## src/rtl/msc_cfg.svh

```systemverilog
// What this block does
// Modem status bit 6 reads the current ring indicator level.
// Modem status bit 2 sets on ring low-to-high since last status read.
// Reading modem status clears the ring trailing-edge flag.
// Ring low-to-high with modem-status interrupt enabled raises an interrupt.
// Request-to-send driven low while modem control bit 1 is set.
// Request-to-send high after reset, in loop mode, or bit 1 cleared.
// In auto mode receiver threshold logic drives request-to-send low.
// Serial data output goes to marking high level on master reset.
// Reset input is active high.
// Host read strobe is active low; the code takes rd_i as active high.
// Host write strobe is active low; the code takes wr_i as active high.
// Terminal count from DMA controller marks end of block transfer.
// Slow infrared, alternate-format and remote-control modes receive on low-speed input.
// All outgoing infrared data leaves on the single infrared transmit output.
`ifndef MSC_CFG_SVH
`define MSC_CFG_SVH

`define MSC_ADDR_W          4
`define MSC_OFF_MODEM_CTRL  4'h4
`define MSC_OFF_MODEM_STAT  4'h6
`define MSC_OFF_MODE        4'h8
`define MSC_OFF_IRQ_STAT    4'h9
`define MSC_OFF_IRQ_EN      4'hA
`define MSC_OFF_IRQ_CLR     4'hB
`define MSC_CTRL_RTS_BIT    1
`define MSC_CTRL_LOOP_BIT   4
`define MSC_CTRL_AUTO_BIT   5
`define MSC_STAT_TRAIL_BIT  2
`define MSC_STAT_RING_BIT   6
`define MSC_MODE_LSB        0
`define MSC_IRQ_RING_BIT    0
`define MSC_IRQ_TC_BIT      1
`define MSC_CTRL_RESET      8'h00
`define MSC_MODE_RESET      3'h0

`endif

```

## src/rtl/msc_pkg.sv

```systemverilog
package msc_pkg;
  typedef enum logic [2:0]
  {
    MSC_MODE_UART  = 3'h0,
    MSC_MODE_SIR   = 3'h1,
    MSC_MODE_SHIR  = 3'h2,
    MSC_MODE_TV    = 3'h3,
    MSC_MODE_MIR   = 3'h4,
    MSC_MODE_FIR   = 3'h5
  } msc_mode_t;
endpackage

```

## src/rtl/msc_sync.sv

```systemverilog
`timescale 1ns/1ps
module msc_sync
(
  input  wire logic clock_i,
  input  wire logic sys_rst_i,
  input  wire logic async_i,
  input  wire logic reset_val_i,
  output logic      sync_o
);
  logic stage1;

  always_ff @(posedge clock_i)
  begin
    // Resetting to the pin's idle level keeps edge detectors quiet after reset.
    if (sys_rst_i)
    begin
      stage1 <= reset_val_i;
      sync_o <= reset_val_i;
    end
    else
    begin
      stage1 <= async_i;
      sync_o <= stage1;
    end
  end
endmodule

```

## src/rtl/msc_modem_signal_control.sv

```systemverilog
`timescale 1ns/1ps
`include "msc_cfg.svh"
module msc_modem_signal_control
(
  input  wire logic                    clock_i,
  input  wire logic                    sys_rst_i,
  input  wire logic [`MSC_ADDR_W-1:0]  addr_i,
  input  wire logic [7:0]              wdata_i,
  input  wire logic                    wr_i,
  input  wire logic                    rd_i,
  output logic      [7:0]              rdata_o,
  input  wire logic                    ring_ind_n_i,
  input  wire logic                    rx_threshold_rts_i,
  input  wire logic                    tx_serial_i,
  input  wire logic                    tx_ir_i,
  input  wire logic                    ir_receive_low_speed_i,
  input  wire logic                    ir_receive_high_speed_i,
  input  wire logic                    terminal_count_i,
  output logic                         rts_n_o,
  output logic                         serial_data_out_o,
  output logic                         ir_transmit_out_o,
  output logic                         ir_rx_data_o,
  output logic                         block_done_o,
  output logic                         irq_o
);
  logic [7:0]        modem_control_reg;
  msc_pkg::msc_mode_t mode;
  logic [1:0]        irq_stat;
  logic [1:0]        irq_en;
  logic              ring_trailing_edge_flag;
  logic              ring_prev;
  logic              ring_n_s;
  logic              ir_low_s;
  logic              ir_high_s;
  logic              tc_s;
  logic              tc_prev;

  // The ring, infrared receive and terminal count pins go through two flops before use.
  msc_sync u_sync_ri
  (
    .clock_i     (clock_i),
    .sys_rst_i   (sys_rst_i),
    .async_i     (ring_ind_n_i),
    .reset_val_i (1'b1),
    .sync_o      (ring_n_s)
  );
  msc_sync u_sync_irl
  (
    .clock_i     (clock_i),
    .sys_rst_i   (sys_rst_i),
    .async_i     (ir_receive_low_speed_i),
    .reset_val_i (1'b0),
    .sync_o      (ir_low_s)
  );
  msc_sync u_sync_irh
  (
    .clock_i     (clock_i),
    .sys_rst_i   (sys_rst_i),
    .async_i     (ir_receive_high_speed_i),
    .reset_val_i (1'b0),
    .sync_o      (ir_high_s)
  );
  msc_sync u_sync_tc
  (
    .clock_i     (clock_i),
    .sys_rst_i   (sys_rst_i),
    .async_i     (terminal_count_i),
    .reset_val_i (1'b0),
    .sync_o      (tc_s)
  );

  // The ring pin is active low, so the reported level is its complement.
  wire       ring_level  = ~ring_n_s;
  // The flag marks the end of a ring: the pin going back high drops the level.
  wire       ring_trail  = ring_prev & ~ring_level;
  wire       tc_rise     = tc_s & ~tc_prev;
  wire       sel_ctrl    = (addr_i == `MSC_OFF_MODEM_CTRL);
  wire       sel_mstat   = (addr_i == `MSC_OFF_MODEM_STAT);
  wire       sel_mode    = (addr_i == `MSC_OFF_MODE);
  wire       sel_stat    = (addr_i == `MSC_OFF_IRQ_STAT);
  wire       sel_en      = (addr_i == `MSC_OFF_IRQ_EN);
  wire       sel_clr     = (addr_i == `MSC_OFF_IRQ_CLR);
  wire       mstat_read  = rd_i & sel_mstat;
  wire       loop_mode   = modem_control_reg[`MSC_CTRL_LOOP_BIT];
  wire       auto_rts    = modem_control_reg[`MSC_CTRL_AUTO_BIT];
  wire       rts_bit     = modem_control_reg[`MSC_CTRL_RTS_BIT];
  wire [1:0] irq_events  = {tc_rise, ring_trail};
  wire [1:0] clr_mask    = (wr_i & sel_clr) ? wdata_i[1:0] : 2'h0;

  // Loop mode wins over auto mode; auto hands the level to the receiver threshold logic.
  wire next_rts_n = loop_mode ? 1'b1 :
                    auto_rts  ? ~rx_threshold_rts_i :
                    ~rts_bit;

  wire slow_ir = (mode == msc_pkg::MSC_MODE_SIR) || (mode == msc_pkg::MSC_MODE_SHIR)
                 || (mode == msc_pkg::MSC_MODE_TV);

  wire [7:0] mstat_value = {1'b0, ring_level, 3'h0, ring_trailing_edge_flag, 2'h0};

  wire [7:0] next_rdata = sel_ctrl  ? modem_control_reg :
                          sel_mstat ? mstat_value :
                          sel_mode ? {5'h00, mode} :
                          sel_stat ? {6'h00, irq_stat} :
                          sel_en   ? {6'h00, irq_en} :
                          8'h00;

  always_ff @(posedge clock_i)
  begin
    if (sys_rst_i)
    begin
      modem_control_reg <= `MSC_CTRL_RESET;
      mode              <= msc_pkg::MSC_MODE_UART;
      irq_en            <= 2'h0;
    end
    else if (wr_i)
    begin
      if (sel_ctrl)
      begin
        modem_control_reg <= wdata_i;
      end
      else if (sel_mode)
      begin
        mode <= msc_pkg::msc_mode_t'(wdata_i[2:0]);
      end
      else if (sel_en)
      begin
        irq_en <= wdata_i[1:0];
      end
    end
  end

  // A trailing edge in the read cycle survives the read so no transition is lost.
  always_ff @(posedge clock_i)
  begin
    if (sys_rst_i)
    begin
      ring_prev               <= 1'b0;
      tc_prev                 <= 1'b0;
      ring_trailing_edge_flag <= 1'b0;
      irq_stat                <= 2'h0;
    end
    else
    begin
      ring_prev               <= ring_level;
      tc_prev                 <= tc_s;
      ring_trailing_edge_flag <= ring_trail | (ring_trailing_edge_flag & ~mstat_read);
      irq_stat                <= irq_events | (irq_stat & ~clr_mask);
    end
  end

  always_ff @(posedge clock_i)
  begin
    if (sys_rst_i)
    begin
      rdata_o           <= 8'h00;
      rts_n_o           <= 1'b1;
      serial_data_out_o <= 1'b1;
      ir_transmit_out_o <= 1'b0;
      ir_rx_data_o      <= 1'b0;
      block_done_o      <= 1'b0;
      irq_o             <= 1'b0;
    end
    else
    begin
      rdata_o           <= rd_i ? next_rdata : 8'h00;
      rts_n_o           <= next_rts_n;
      serial_data_out_o <= loop_mode ? 1'b1 : tx_serial_i;
      ir_transmit_out_o <= tx_ir_i;
      ir_rx_data_o      <= slow_ir ? ir_low_s : ir_high_s;
      block_done_o      <= tc_rise;
      irq_o             <= |(irq_en & irq_stat);
    end
  end
endmodule

```

## config.mk

```make
export PLATFORM = sky130hd
export DESIGN_NAME = msc_modem_signal_control
export DESIGN_NICKNAME = d
export VERILOG_FILES = /design/src/rtl/msc_pkg.sv /design/src/rtl/msc_sync.sv /design/src/rtl/msc_modem_signal_control.sv
export VERILOG_INCLUDE_DIRS = /design/src /design/src/rtl
export SDC_FILE = /design/constraint.sdc
export NUM_CORES = 1
export LEC_CHECK = 0
export BUFFER_PORTS_ARGS = -buffer_cell sky130_fd_sc_hd__buf_2
export CORE_ASPECT_RATIO = 0.75
export CORE_UTILIZATION = 25
export DETAILED_ROUTE_END_ITERATION = 6
export HOLD_SLACK_MARGIN = 0.1
export PLACE_DENSITY = 0.46
export RECOVER_POWER = 25
export SLEW_MARGIN = 20
export SYNTH_ARGS = -nofsm -noshare
export SYNTH_HDL_FRONTEND = slang
export SYNTH_HIERARCHICAL = 1
export SYNTH_SLANG_ARGS = --single-unit
```

## constraint.sdc

```tcl
create_clock -name clock_i -period 1.35 [get_ports clock_i]
set_input_delay 0.135 -clock clock_i [delete_from_list [all_inputs] [get_ports clock_i]]
set_output_delay 0.135 -clock clock_i [all_outputs]
set_load 0.05 [all_outputs]
```

==> run_results.csv <==
group,metric,value,unit
critical_path,cp_max_fo,12,
critical_path,cp-end-kind,"register",
yosys,yosys.area.top_type_share,51.8,%
route,vias_per_cell,4.43,
floorplanning,dieArea,6500,µm²
timing,hold_viol,0,
grt,grt_max_degree,13,
yosys,netlist-cell-type-count,40,
floorplanning,rows,24,
timing,skew,0.00651,ns
timing,relSlewSlack,61.4,%
critical_path,startpoint_type,"input port",
critical_path,critPathKind,"input port to register",
clocking,cts-buffers-inserted,5,
status,status,"finished clean",
min_path,min_path_type,"input port to register",
timing,fin_setup_tns,0,ns
clocking,h-tree-depth,2,
floorplanning,fp.dieW,92.8,µm
power,ir_drop,0.000353,V
clocking,holdBufCountCts,11,
cells_and_area,utilization,34.7,%
critical_path,r2r_slack,0.28,ns
yosys,synthArstFlopShare,0,%
yosys,synthTopCellsByArea,"dfxtp_1, mux2_2, a21oi_1",
timing,rsz0062_at_grt,"no",
clocking,post_cts_buffers,0,
route,ant_nets,0,
clocking,cts_tree,"built",
route,post_drt_wl_per_cell,12.3,µm
timing,final.min_clock_period,1.08,ns
cells_and_area,fin_nets,234,
grt,grtUsageMet1,17.2,%
yosys,yosysSeqAreaShare,51.8,%
floorplanning,start_util,26.3,%
timing,finalCritPeriodShare,80.1,%
grt,busiest_layer,"met1",
flow_run,max-cap-violations,0,
power,p_leak,0.845,nW
grt,antenna_found_initial,0,
placement,dp_slack,0.0151,ns
grt,grt_pass1_vias,1249,
placement,portBuffers,36,
cells_and_area,layout-drive-gt1-share,29.4,%
grt,grt-ovfl-total,0,
yosys,yosys_warnings,6,
yosys,ys_top_cells_by_count,"dfxtp_1, a21oi_1, nand3_1",
yosys,ys_ff_latch,40,
grt,grt_use_met2,16.1,%
yosys,syn_area_per_cell,10.2,µm²
timing,setup_viol,0,
yosys,synth_edf_count,0,
critical_path,crit_required,1.54,ns
floorplanning,design.core.area,5890,µm²
route,drt_iter0_drc,42,
clocking,cts.sinks,40,
timing,setup_slack,0.269,ns
yosys,yosysMostFrequentCell,"dfxtp_1",
yosys,synth_top_cell_by_area,"dfxtp_1",
placement,dpl.hpwl,2490,µm
route,first_pass_iters,4,
grt,grt.total_usage,11.8,%
power,power.density,1110,nW/µm²
yosys,synth_area,1550,µm²
timing,max_freq,925,MHz
clocking,clk_pin_slew_worst_paths,0.08,ns
grt,met3_usage,3.49,%
route,wl,3560,µm
route,drc,0,
cells_and_area,antenna_cells,0,
clocking,cts-resized-gates,0,
yosys,synth_ff_type,"dfxtp_1",
route,vias,1281,
cells_and_area,fillers,641,
clocking,cts_buffer_depth,2,
timing,maxSlewViolCount,0,
clocking,clkLatencyLatePin,0.29,ns
cells_and_area,syn_to_final_growth,32.3,%
floorplanning,die_y,70.1,µm
floorplanning,io_pins,37,
clocking,root_buffer,"clkbuf_8",
critical_path,arrival,1.27,ns
yosys,syn_inst,151,
power,finalPower,2.27,mW
grt,grt_pass1_wl,5940,µm
placement,place_congestion,0.727,
timing,worst_pin_slew,0.579,ns
cell type report:
type	instances	area, µm²	share of cell area (%)
timing repair buffer	55	343	16.8
sequential	40	801	39.2
multi-input combinational	106	711	34.8
tap	78	97.6	4.77
inverter	3	11.3	0.551
clock inverter	2	12.5	0.612
clock buffer	5	68.8	3.37
worst paths after layout:
path	to	depth (start not counted)	start
worst max-delay path	u_sync_irh/sync_o	3	sys_rst_i
worst min-delay path	modem_control_reg[2]	3	wdata_i[2]
worst min register to register	block_done_o	1	tc_prev
worst max register to register	rdata_o[2]	3	mode[2]
critical path, stage by stage:
cell	delay, ns
clkbuf_1	0.44
clkbuf_2	0.34
mux2_2	0.36
layer usage:
metal / wire [µm] / vias up
met2: 1450 / 24
met4: 46 / 0
met1: 1930 / 600
li1: - / 652
met3: 131 / 5
met5: 0 / -
through the flow:
step / std cells / instance area [µm²] / hold slack [ns]
after floorplan: 157 / 1570 / 0.213
after global placement: 271 / 1860 / 0.322
after detailed placement: 271 / 1860 / 0.324
after CTS: 289 / 2050 / 0.110
after global routing: 289 / 2040 / 0.108
final: 289 / 2040 / 0.110
logic make-up after synthesis:
family | count (synthesis) | share of synthesized area [%]
other | 2 | 0.486
AO/OA/AOI/OAI | 41 | 16.1
AND/OR/NAND/NOR | 45 | 19.4
flip-flops | 40 | 51.8
buffers and inverters | 11 | 3.64
multiplexers | 12 | 8.58
layout by cell type, fill, tap and decap left out, types with 2 or more instances in the layout:
| cell type | netlist | final |
|---|---|---|
| dfxtp_1 | 40 | 40 |
| buf_2 | 0 | 35 |
| a21oi_1 | 15 | 15 |
| nand3_1 | 13 | 13 |
| dlygate4sd3_1 | 0 | 11 |
| o21ai_1 | 8 | 8 |
| mux2_2 | 8 | 8 |
| conb_1 | 2 | 8 |
| buf_4 | 0 | 6 |
| nor2_1 | 5 | 5 |
| o21ai_0 | 5 | 5 |
| clkbuf_8 | 0 | 5 |
| nor2b_1 | 4 | 4 |
| and2_1 | 4 | 4 |
| inv_1 | 3 | 3 |
| nand3b_1 | 3 | 3 |
| nand2b_1 | 2 | 2 |
| mux2_1 | 2 | 2 |
| a32oi_1 | 2 | 2 |
| o21bai_1 | 2 | 2 |
| o2bb2ai_1 | 2 | 2 |
| mux2i_1 | 2 | 2 |
| or3_1 | 2 | 2 |
| clkbuf_1 | 6 | 2 |
where the power goes:
| group | internal [mW] | total (mW) | switching [mW] |
|---|---|---|---|
| clock | 0.350 | 0.765 | 0.415 |
| combinational | 0.116 | 0.257 | 0.141 |
| sequential | 1.23 | 1.24 | 0.0190 |
| total | 1.69 | 2.27 | 0.574 |
No activity file was read; power rests on OpenSTA's default activity.
